===== config.mk =====
export PLATFORM = sky130hd
export DESIGN_NAME = sew_slave
export DESIGN_NICKNAME = d
export VERILOG_FILES = /design/src/common/sew_pkg.sv /design/src/hw/sew_slave.sv /design/src/hw/sew_sync.sv /design/src/hw/sew_mem.sv
export SDC_FILE = /design/constraint.sdc
export NUM_CORES = 2
export LEC_CHECK = 0
export BUFFER_PORTS_ARGS = -buffer_cell sky130_fd_sc_hd__clkbuf_2
export CAP_MARGIN = 25
export CORE_MARGIN = 8
export CORE_UTILIZATION = 50
export DETAILED_ROUTE_END_ITERATION = 8
export HOLD_SLACK_MARGIN = 0.12
export PLACE_DENSITY = 0.63
export RECOVER_POWER = 25
export REMOVE_ABC_BUFFERS = 1
export SLEW_MARGIN = 25
export SYNTH_ARGS = -nofsm -noshare
export SYNTH_HDL_FRONTEND = slang
export SYNTH_SLANG_ARGS = --single-unit

===== constraint.sdc =====
create_clock -name clk -period 7.3 [get_ports clk]
set_input_delay 0.365 -clock clk [delete_from_list [all_inputs] [get_ports clk]]
set_output_delay 0.365 -clock clk [all_outputs]
set_load 0.02 [all_outputs]

===== src/common/sew_pkg.sv =====
// ****************************************************************
// Shared constants and types of the two-wire memory slave
// ****************************************************************
package sew_pkg;
	// Clock rate and time figures
	localparam int CLK_PERIOD_NS = 4;
	localparam int WRITE_CYCLE_MS = 5;
	localparam int WRITE_CYCLE_CLKS = WRITE_CYCLE_MS * 1000000 / CLK_PERIOD_NS;
	localparam int POR_DELAY_MS = 200;
	localparam int POR_DELAY_CLKS = POR_DELAY_MS * 1000000 / CLK_PERIOD_NS;

	// Slave address byte fields
	localparam logic [3:0] TYPE_ARRAY = 4'hA;
	localparam logic [3:0] TYPE_REGS = 4'hB;
	localparam logic [1:0] SELECT_BITS = 2'h0;

	// Address map
	localparam int MEM_DEPTH = 512;
	localparam int PAGE_BYTES = 16;
	localparam logic [8:0] CTRL_ADDR = 9'h1FF;
	localparam logic [8:0] FAULT_ADDR = 9'h0FF;
	localparam logic [8:0] ADDR_RESET = 9'h000;

	// Control settings register layout, reset values and command bytes
	localparam int PERMIT_BIT = 1;
	localparam int REG_PERMIT_BIT = 2;
	localparam int PROTECT_BIT = 4;
	localparam logic [7:0] CTRL_RESET = 8'h61;
	localparam logic [7:0] CTRL_NV_MASK = 8'hF1;
	localparam logic [7:0] FAULT_RESET = 8'h00;
	localparam logic [7:0] CMD_SET_PERMIT = 8'h02;
	localparam logic [7:0] CMD_CLR_PERMIT = 8'h00;
	localparam logic [7:0] CMD_SET_REG_PERMIT = 8'h06;

	// Bit counts within a byte frame and the page commit end index
	localparam logic [3:0] BITS_PER_BYTE = 4'h8;
	localparam logic [3:0] ACK_SLOT = 4'h9;
	localparam logic [4:0] PAGE_DONE = 5'h10;

	// Protocol states
	typedef enum logic [2:0] {
		ST_IDLE,
		ST_DEVADDR,
		ST_WORDADDR,
		ST_WDATA,
		ST_RDATA,
		ST_IGNORE
	} sew_state_t;
endpackage : sew_pkg


===== src/hw/sew_slave.sv =====
`timescale 1ns/1ns
module sew_slave #(
	parameter int unsigned WRITE_CLKS = sew_pkg::WRITE_CYCLE_CLKS,
	parameter int unsigned POR_CLKS = sew_pkg::POR_DELAY_CLKS
) (
	input wire logic clk,
	input wire logic reset_n,
	input wire logic clk_en,
	input wire logic scl,
	input wire logic sda_i,
	output logic sda_o,
	output logic sda_oe_n,
	output logic por_reset_n,
	output logic write_busy
);
	// ****************************************************************
	// State
	// ****************************************************************
	typedef struct packed {
		sew_pkg::sew_state_t state;
		logic scl_q;
		logic sda_q;
		logic [3:0] bitcnt;
		logic ack_slot;
		logic [7:0] shift;
		logic is_read;
		logic is_reg;
		logic addr_msb;
		logic [8:0] addr;
		logic [8:0] wr_addr;
		logic [127:0] page_buf;
		logic [15:0] page_mask;
		logic got_byte;
		logic busy;
		logic [31:0] wcnt;
		logic [4:0] commit_idx;
		logic [4:0] page_base;
		logic permit;
		logic reg_permit;
		logic [7:0] control_nv;
		logic [7:0] fault_cause;
		logic [31:0] por_cnt;
		logic por_n;
		logic sda_oe_n;
	} sew_regs_t;

	sew_regs_t r_reg;
	sew_regs_t r_next;

	logic scl_s;
	logic sda_s;
	logic scl_rise;
	logic scl_fall;
	logic start_det;
	logic stop_det;
	logic dev_match;
	logic store_ok;
	logic [7:0] rd_byte;
	logic [7:0] mem_rdata;
	logic [7:0] stop_data;
	logic mem_we;

	// ****************************************************************
	// Helpers
	// ****************************************************************
	// Register space read mux
	function automatic logic [7:0] reg_read(input logic [8:0] a, input sew_regs_t r);
		logic [7:0] v;
		v = 8'h00;
		if (a == sew_pkg::CTRL_ADDR) begin
			v = r.control_nv;
			v[sew_pkg::PERMIT_BIT] = r.permit;
			v[sew_pkg::REG_PERMIT_BIT] = r.reg_permit;
		end else if (a == sew_pkg::FAULT_ADDR) begin
			v = r.fault_cause;
		end
		return v;
	endfunction : reg_read

	// One byte out of the page buffer
	function automatic logic [7:0] buf_byte(input logic [127:0] b, input logic [3:0] idx);
		return b[{idx, 3'h0} +: 8];
	endfunction : buf_byte

	// ****************************************************************
	// Line synchronisers and the array
	// ****************************************************************
	sew_sync u_scl_sync (
		.clk(clk),
		.reset_n(reset_n),
		.clk_en(clk_en),
		.d(scl),
		.q(scl_s)
	);

	sew_sync u_sda_sync (
		.clk(clk),
		.reset_n(reset_n),
		.clk_en(clk_en),
		.d(sda_i),
		.q(sda_s)
	);

	// Write port drains the page buffer during the timed write
	assign mem_we = clk_en && r_reg.busy && !r_reg.commit_idx[4] && r_reg.page_mask[r_reg.commit_idx[3:0]];

	sew_mem u_mem (
		.clk(clk),
		.we(mem_we),
		.waddr({r_reg.page_base, r_reg.commit_idx[3:0]}),
		.wdata(buf_byte(r_reg.page_buf, r_reg.commit_idx[3:0])),
		.raddr(r_reg.addr),
		.rdata(mem_rdata)
	);

	// ****************************************************************
	// Bus event decode
	// ****************************************************************
	// Edges and conditions from registered line copies
	always_comb begin
		scl_rise = !r_reg.scl_q && scl_s;
		scl_fall = r_reg.scl_q && !scl_s;
		start_det = r_reg.scl_q && scl_s && r_reg.sda_q && !sda_s;
		stop_det = r_reg.scl_q && scl_s && !r_reg.sda_q && sda_s;
		dev_match = (r_reg.shift[7:4] == sew_pkg::TYPE_ARRAY || r_reg.shift[7:4] == sew_pkg::TYPE_REGS)
			&& r_reg.shift[3:2] == sew_pkg::SELECT_BITS && !r_reg.busy;
		rd_byte = r_reg.is_reg ? reg_read(r_reg.addr, r_reg) : mem_rdata;
		stop_data = buf_byte(r_reg.page_buf, r_reg.wr_addr[3:0]);
	end

	// Whether a received data byte is taken
	always_comb begin
		if (r_reg.is_reg) begin
			store_ok = !r_reg.got_byte && (r_reg.addr == sew_pkg::FAULT_ADDR
				|| (r_reg.addr == sew_pkg::CTRL_ADDR && (r_reg.permit
				|| r_reg.shift == sew_pkg::CMD_SET_PERMIT || r_reg.shift == sew_pkg::CMD_CLR_PERMIT)));
		end else begin
			store_ok = r_reg.permit && !(r_reg.control_nv[sew_pkg::PROTECT_BIT] && r_reg.addr[8]);
		end
	end

	// ****************************************************************
	// Next-state logic
	// ****************************************************************
	always_comb begin
		r_next = r_reg;
		r_next.scl_q = scl_s;
		r_next.sda_q = sda_s;
		// Power-on reset output timer
		if (!r_reg.por_n) begin
			if (r_reg.por_cnt >= POR_CLKS - 1) begin
				r_next.por_n = 1'b1;
			end else begin
				r_next.por_cnt = r_reg.por_cnt + 32'h1;
			end
		end
		// Timed write: commit the page then wait out the cycle
		if (r_reg.busy) begin
			if (!r_reg.commit_idx[4]) begin
				r_next.commit_idx = r_reg.commit_idx + 5'h01;
			end
			if (r_reg.wcnt >= WRITE_CLKS - 1) begin
				r_next.busy = 1'b0;
			end else begin
				r_next.wcnt = r_reg.wcnt + 32'h1;
			end
		end
		if (start_det) begin
			r_next.state = sew_pkg::ST_DEVADDR;
			r_next.bitcnt = 4'h0;
			r_next.ack_slot = 1'b0;
			r_next.sda_oe_n = 1'b1;
			r_next.got_byte = 1'b0;
		end else if (stop_det) begin
			// Launch only after a whole acknowledged data byte; the stop's own scl rise counts as one bit
			if (r_reg.state == sew_pkg::ST_WDATA && r_reg.got_byte && r_reg.bitcnt == 4'h1
				&& !r_reg.ack_slot) begin
				if (!r_reg.is_reg) begin
					r_next.busy = 1'b1;
					r_next.wcnt = 32'h0;
					r_next.commit_idx = 5'h00;
					r_next.page_base = r_reg.wr_addr[8:4];
				end else if (r_reg.wr_addr == sew_pkg::FAULT_ADDR) begin
					r_next.fault_cause = stop_data;
				end else if (r_reg.reg_permit) begin
					if (!stop_data[sew_pkg::REG_PERMIT_BIT]) begin
						r_next.control_nv = stop_data & sew_pkg::CTRL_NV_MASK;
						r_next.reg_permit = 1'b0;
						r_next.busy = 1'b1;
						r_next.wcnt = 32'h0;
						r_next.commit_idx = sew_pkg::PAGE_DONE;
					end
				end else if (stop_data == sew_pkg::CMD_SET_REG_PERMIT && r_reg.permit) begin
					r_next.reg_permit = 1'b1;
				end else if (stop_data == sew_pkg::CMD_SET_PERMIT || stop_data == sew_pkg::CMD_CLR_PERMIT) begin
					r_next.permit = stop_data[sew_pkg::PERMIT_BIT];
				end
			end
			r_next.state = sew_pkg::ST_IDLE;
			r_next.sda_oe_n = 1'b1;
			r_next.ack_slot = 1'b0;
		end else if (scl_rise) begin
			case (r_reg.state)
				sew_pkg::ST_DEVADDR, sew_pkg::ST_WORDADDR, sew_pkg::ST_WDATA: begin
					if (!r_reg.ack_slot && r_reg.bitcnt < sew_pkg::BITS_PER_BYTE) begin
						r_next.shift = {r_reg.shift[6:0], sda_s};
						r_next.bitcnt = r_reg.bitcnt + 4'h1;
					end
				end
				sew_pkg::ST_RDATA: begin
					if (r_reg.bitcnt == sew_pkg::ACK_SLOT && sda_s) begin
						r_next.state = sew_pkg::ST_IGNORE;
					end
				end
				default: begin
					r_next.state = r_reg.state;
				end
			endcase
		end else if (scl_fall) begin
			if (r_reg.ack_slot) begin
				// End of the ninth clock: release, or start a read byte
				r_next.ack_slot = 1'b0;
				r_next.sda_oe_n = 1'b1;
				if (r_reg.state == sew_pkg::ST_RDATA) begin
					r_next.sda_oe_n = rd_byte[7];
					r_next.shift = {rd_byte[6:0], 1'b0};
					r_next.bitcnt = 4'h1;
					r_next.addr = r_reg.addr + 9'h001;
				end
			end else begin
				case (r_reg.state)
					sew_pkg::ST_DEVADDR: begin
						if (r_reg.bitcnt == sew_pkg::BITS_PER_BYTE) begin
							r_next.bitcnt = 4'h0;
							if (dev_match) begin
								r_next.ack_slot = 1'b1;
								r_next.sda_oe_n = 1'b0;
								r_next.is_reg = r_reg.shift[4];
								r_next.addr_msb = r_reg.shift[1];
								r_next.is_read = r_reg.shift[0];
								r_next.state = r_reg.shift[0] ? sew_pkg::ST_RDATA : sew_pkg::ST_WORDADDR;
							end else begin
								r_next.state = sew_pkg::ST_IGNORE;
							end
						end
					end
					sew_pkg::ST_WORDADDR: begin
						if (r_reg.bitcnt == sew_pkg::BITS_PER_BYTE) begin
							r_next.bitcnt = 4'h0;
							r_next.addr = {r_reg.addr_msb, r_reg.shift};
							r_next.page_mask = 16'h0000;
							r_next.ack_slot = 1'b1;
							r_next.sda_oe_n = 1'b0;
							r_next.state = sew_pkg::ST_WDATA;
						end
					end
					sew_pkg::ST_WDATA: begin
						if (r_reg.bitcnt == sew_pkg::BITS_PER_BYTE) begin
							r_next.bitcnt = 4'h0;
							if (store_ok) begin
								r_next.page_buf[{r_reg.addr[3:0], 3'h0} +: 8] = r_reg.shift;
								r_next.page_mask[r_reg.addr[3:0]] = 1'b1;
								if (!r_reg.got_byte) begin
									r_next.wr_addr = r_reg.addr;
								end
								r_next.got_byte = 1'b1;
								r_next.addr = {r_reg.addr[8:4], r_reg.addr[3:0] + 4'h1};
								r_next.ack_slot = 1'b1;
								r_next.sda_oe_n = 1'b0;
							end else begin
								r_next.got_byte = 1'b0;
								r_next.state = sew_pkg::ST_IGNORE;
							end
						end
					end
					sew_pkg::ST_RDATA: begin
						if (r_reg.bitcnt < sew_pkg::BITS_PER_BYTE) begin
							r_next.sda_oe_n = r_reg.shift[7];
							r_next.shift = {r_reg.shift[6:0], 1'b0};
							r_next.bitcnt = r_reg.bitcnt + 4'h1;
						end else if (r_reg.bitcnt == sew_pkg::BITS_PER_BYTE) begin
							r_next.sda_oe_n = 1'b1;
							r_next.bitcnt = sew_pkg::ACK_SLOT;
						end else begin
							// Master acknowledged: next byte, counter wraps at top
							r_next.sda_oe_n = rd_byte[7];
							r_next.shift = {rd_byte[6:0], 1'b0};
							r_next.bitcnt = 4'h1;
							r_next.addr = r_reg.addr + 9'h001;
						end
					end
					default: begin
						r_next.sda_oe_n = 1'b1;
					end
				endcase
			end
		end
	end

	// ****************************************************************
	// Registers
	// ****************************************************************
	// Power-up state: standby, line released, permit clear
	always_ff @(posedge clk or negedge reset_n) begin
		if (!reset_n) begin
			r_reg <= '0;
			r_reg.state <= sew_pkg::ST_IDLE;
			r_reg.scl_q <= 1'b1;
			r_reg.sda_q <= 1'b1;
			r_reg.sda_oe_n <= 1'b1;
			r_reg.addr <= sew_pkg::ADDR_RESET;
			r_reg.commit_idx <= sew_pkg::PAGE_DONE;
			r_reg.control_nv <= sew_pkg::CTRL_RESET & sew_pkg::CTRL_NV_MASK;
			r_reg.fault_cause <= sew_pkg::FAULT_RESET;
		end else if (clk_en) begin
			r_reg <= r_next;
		end
	end

	assign sda_o = r_reg.sda_oe_n;
	assign sda_oe_n = r_reg.sda_oe_n;
	assign por_reset_n = r_reg.por_n;
	assign write_busy = r_reg.busy;
endmodule : sew_slave


===== src/hw/sew_sync.sv =====
`timescale 1ns/1ns
// ****************************************************************
// Two-flop synchroniser for a bus line
// ****************************************************************
module sew_sync (
	input wire logic clk,
	input wire logic reset_n,
	input wire logic clk_en,
	input wire logic d,
	output logic q
);
	typedef struct packed {
		logic meta;
		logic stable;
	} sew_sync_t;

	sew_sync_t s_reg;
	sew_sync_t s_next;

	// Shift the line through both stages
	always_comb begin
		s_next.meta = d;
		s_next.stable = s_reg.meta;
	end

	// Idle bus level is high
	always_ff @(posedge clk or negedge reset_n) begin
		if (!reset_n) begin
			s_reg <= 2'h3;
		end else if (clk_en) begin
			s_reg <= s_next;
		end
	end

	assign q = s_reg.stable;
endmodule : sew_sync


===== src/hw/sew_mem.sv =====
`timescale 1ns/1ns
// ****************************************************************
// Nonvolatile array model, one write port and one read port
// ****************************************************************
module sew_mem (
	input wire logic clk,
	input wire logic we,
	input wire logic [8:0] waddr,
	input wire logic [7:0] wdata,
	input wire logic [8:0] raddr,
	output logic [7:0] rdata
);
	logic [7:0] mem_reg [0:sew_pkg::MEM_DEPTH-1];

	// Commit one byte per enabled cycle
	always_ff @(posedge clk) begin
		if (we) begin
			mem_reg[waddr] <= wdata;
		end
	end

	// Read port follows the address counter
	assign rdata = mem_reg[raddr];
endmodule : sew_mem


==> impl_metrics.env <==
export IMPL_synth_top_area_share_pct=70.80
export IMPL_p_comb_share_pct=15.3
export IMPL_seqPwrFrac_pct=46.5
export IMPL_r2r_cells=4
export IMPL_end_kind="register"
export IMPL_final_nets=8973
export IMPL_p_leak_nw=70.78
export IMPL_hpwl_um=309700
export IMPL_die_y_um=605.5
export IMPL_vias=93690
export IMPL_areaGrowthSynthToFinish_pct=11.24
export IMPL_clock_root_buffer="clkbuf_16"
export IMPL_ir_drop_uv=245.7
export IMPL_routed_wl_um=517800
export IMPL_num_io_pins=9
export IMPL_gp_congestion=0.9031
export IMPL_crit_fanout=64
export IMPL_worstPathArrival_ps=6270
export IMPL_rsz0062_at_grt="false"
export IMPL_placed_area_um2=179000
export IMPL_pwr_density_cell_nw_per_um2=304.1
export IMPL_path_cells="buf_4 -> mux4_2 -> mux4_2 -> clkbuf_1"
export IMPL_ys_ff_latch=4375
export IMPL_hold_path_depth=0
export IMPL_switchingPower_mw=16.30
export IMPL_utilization_pct=55.87
export IMPL_clk_pin_slew_ps=60
export IMPL_dr_pass1_iters=6
export IMPL_status="complete, but fails checks"
export IMPL_crit_type="register to register"
export IMPL_hold_violations=0
export IMPL_slew_violations=1715
export IMPL_synth_xor_area_share_pct=0.2319
export IMPL_setup_violations=0
export IMPL_core_area_um2=345900
export IMPL_clock_sinks=4375
export IMPL_drive_gt1_share_pct=22.52
export IMPL_synthDistinctLibCells=101
export IMPL_syn_inst=8821
export IMPL_synth_compound_area_share_pct=3.911
export IMPL_slowest_stage="clkbuf_1"
export IMPL_critPathRequiredTime_ps=7620
export IMPL_clkLatencyLatePin_ps=1010
export IMPL_post_cts_buffers=0
export IMPL_viasPerCell=6.733
export IMPL_grt_first_pass_wirelength_um=721300
export IMPL_synth_edf_count=4096
export IMPL_yosysWarnings=0
export IMPL_largest_reg_flops=4096
export IMPL_num_rows=216
export IMPL_swShare_pct=27.73
export IMPL_maxSlewHeadroom_pct=-160.2
export IMPL_drv_cap=17
export IMPL_drc=0
export IMPL_cp_slowest_stage_delay_ps=2250
export IMPL_fin_area_um2=193300
export IMPL_die_w_um=605.5
export IMPL_grt_overflow=0
export IMPL_synthSimpleGateAreaFrac_pct=3.508
export IMPL_syn_area_per_cell_um2=19.70
export IMPL_grt_max_degree=229
export IMPL_dieArea_um2=366600
export IMPL_cellInternalPower_mw=42.47
export IMPL_synthTopCellsByArea="edfxtp_1 (71%), mux4_2 (12%), dfrtp_1 (3.9%), mux2i_1 (1.9%), nor2_1 (1.5%)"
export IMPL_syn_area_um2=173700
export IMPL_cts_tree="yes"
export IMPL_post_drt_wl_per_cell_um=37.21
export IMPL_port_buffers=8
export IMPL_synth_adder_area_share_pct=0.1512
export IMPL_cp_common_cell="mux4_2"
export IMPL_fin_crit_sh_pct=81.50
export IMPL_ys_async_sr_fraction_pct=6.377
export IMPL_final_antenna_net_count=0
export IMPL_grtUsageTotal_pct=27.71
export IMPL_cts_htree_levels=5
export IMPL_muxShareOfSynthArea_pct=15.47
export IMPL_drtIter0Drc=13860
export IMPL_worst_setup_path_start_kind="register"
export IMPL_postCtsResizedCells=0
export IMPL_holdCritPathClass="register to register"
export IMPL_synth_top_family_by_area="multiplexers"
export IMPL_synth_seq_area_share_pct=74.82
export IMPL_synth_top_area_cell="edfxtp_1"
export IMPL_max_freq_mhz=168.1
export IMPL_min_period_ps=5950
export IMPL_p_clk_share_pct=38.1
export IMPL_tightest_slew_ps=3904
export IMPL_first_global_vias=91760
export IMPL_start_util_pct=50.22
export IMPL_violations="capacitance limit, slew limit"
export IMPL_synth_top_flop_cell="edfxtp_1"
export IMPL_fin_skew_ps=76.87
export IMPL_ctsHoldBuffers=8
export IMPL_numCtsBuffers=436
export IMPL_grt_antenna_before_repair=43
export IMPL_cts_buffer_depth=4
-- worst max-delay path: cells and delay by family, from the launching register on --
| family | cells | cell delay, ps |
|---|---|---|
| buffers and inverters | 2 | 2890 |
| flip-flops | 1 | 540 |
| multiplexers | 2 | 1750 |
-- cell usage in the layout, fill, tap and decap left out, types with 22 or more instances in the layout --
master	synthesis	layout
a2111oi_0	29	22
a211oi_1	62	63
a21oi_1	135	135
a221oi_1	51	51
a22o_1	52	52
a22oi_1	196	196
a31oi_1	50	49
and2_1	37	35
and3_1	28	28
buf_12	0	37
buf_4	76	179
bufinv_16	0	42
clkbuf_1	204	118
clkbuf_16	0	439
clkinv_1	4	85
clkinv_2	0	70
dfrtp_1	268	259
diode_2	0	27
edfxtp_1	4096	4096
inv_1	27	24
mux2_2	193	193
mux2i_1	329	329
mux4_2	951	949
nand2_1	292	277
nand3_1	97	92
nand4_1	44	44
nor2_1	676	665
nor2b_1	37	32
nor3_1	54	56
o21ai_0	77	74
o221ai_1	47	47
o22ai_1	86	86
xnor2_1	23	23
xor2_1	23	23
-- path summary, 6_finish.rpt --
path	from	end	slack, ps
max	r_reg[57]	u_mem.mem_reg[32][4]	1350
min	r_reg[28]	r_reg[28]	380
max reg2reg	r_reg[57]	u_mem.mem_reg[32][4]	1350
min reg2reg	r_reg[28]	r_reg[28]	380
max in group asynchronous	reset_n	async pin	2340
min in group asynchronous	reset_n	u_sda_sync.s_next[0]	1080
-- power by group through the flow --
stage               clock (mW)  combinational [mW]  sequential, mW
floorplan                    0                3.82            28.3
global placement             0                8.78            27.9
detailed placement           0                8.79            27.9
CTS                       22.6                8.81            27.3
global route              23.5                9.08            27.3
finish                    22.4                9.01            27.4
-- per-layer routing --
metal | wire length, um | track usage (%)
met3 | 61640 | 7.429
met1 | 193900 | 38.12
met2 | 235200 | 42.10
met4 | 27000 | 11.88
met5 | 138 | 0
-- logic make-up after synthesis --
kind of cell | count (synthesis)
xor gates and xnor gates | 46
buffers and inverters | 598
adders and majority gates | 21
AOI/OAI and AO/OA | 938
muxes | 1473
DFF | 4375
and+or+nand+nor | 1370
-- stage by stage --
step | worst slack (ps) | hold slack, ps | total power [mW] | TNS, ps | cells
floorplan | -50130 | 69.41 | 32.15 | -8099950 | 8257
global placement | 1657 | 365.9 | 36.64 | 0 | 13080
detailed placement | 2026 | 367.5 | 36.65 | 0 | 13080
CTS | 2000 | 380.3 | 58.75 | 0 | 13890
global route | 1015 | 399.4 | 59.91 | 0 | 13890
finish | 1350 | 375.1 | 58.77 | 0 | 13920
-- final cells by class --
cell class              count  area [um^2]
diodes                     27        67.56
flip-flops and latches   4375       130000
clock inverters           234         2512
inverters                  34        135.1
well taps                4578         5728
clock buffers             567        11680
multi-input cells        3848        40760
repair buffers            252         2369
fillers                 25880       152700
-- Yosys cell counts (23+ instances only) --
cell	instances
a2111oi_0	29
a211oi_1	62
a21oi_1	135
a221oi_1	51
a22o_1	52
a22oi_1	196
a31oi_1	50
and2_1	37
and3_1	28
buf_1	35
buf_2	178
buf_4	76
buf_6	67
clkbuf_1	204
dfrtp_1	268
edfxtp_1	4096
inv_1	27
mux2_2	193
mux2i_1	329
mux4_2	951
nand2_1	292
nand3_1	97
nand4_1	44
nor2_1	676
nor2b_1	37
nor3_1	54
o21ai_0	77
o221ai_1	47
o22ai_1	86
xnor2_1	23
xor2_1	23
Note: power is estimated with default switching activity, not from simulation.
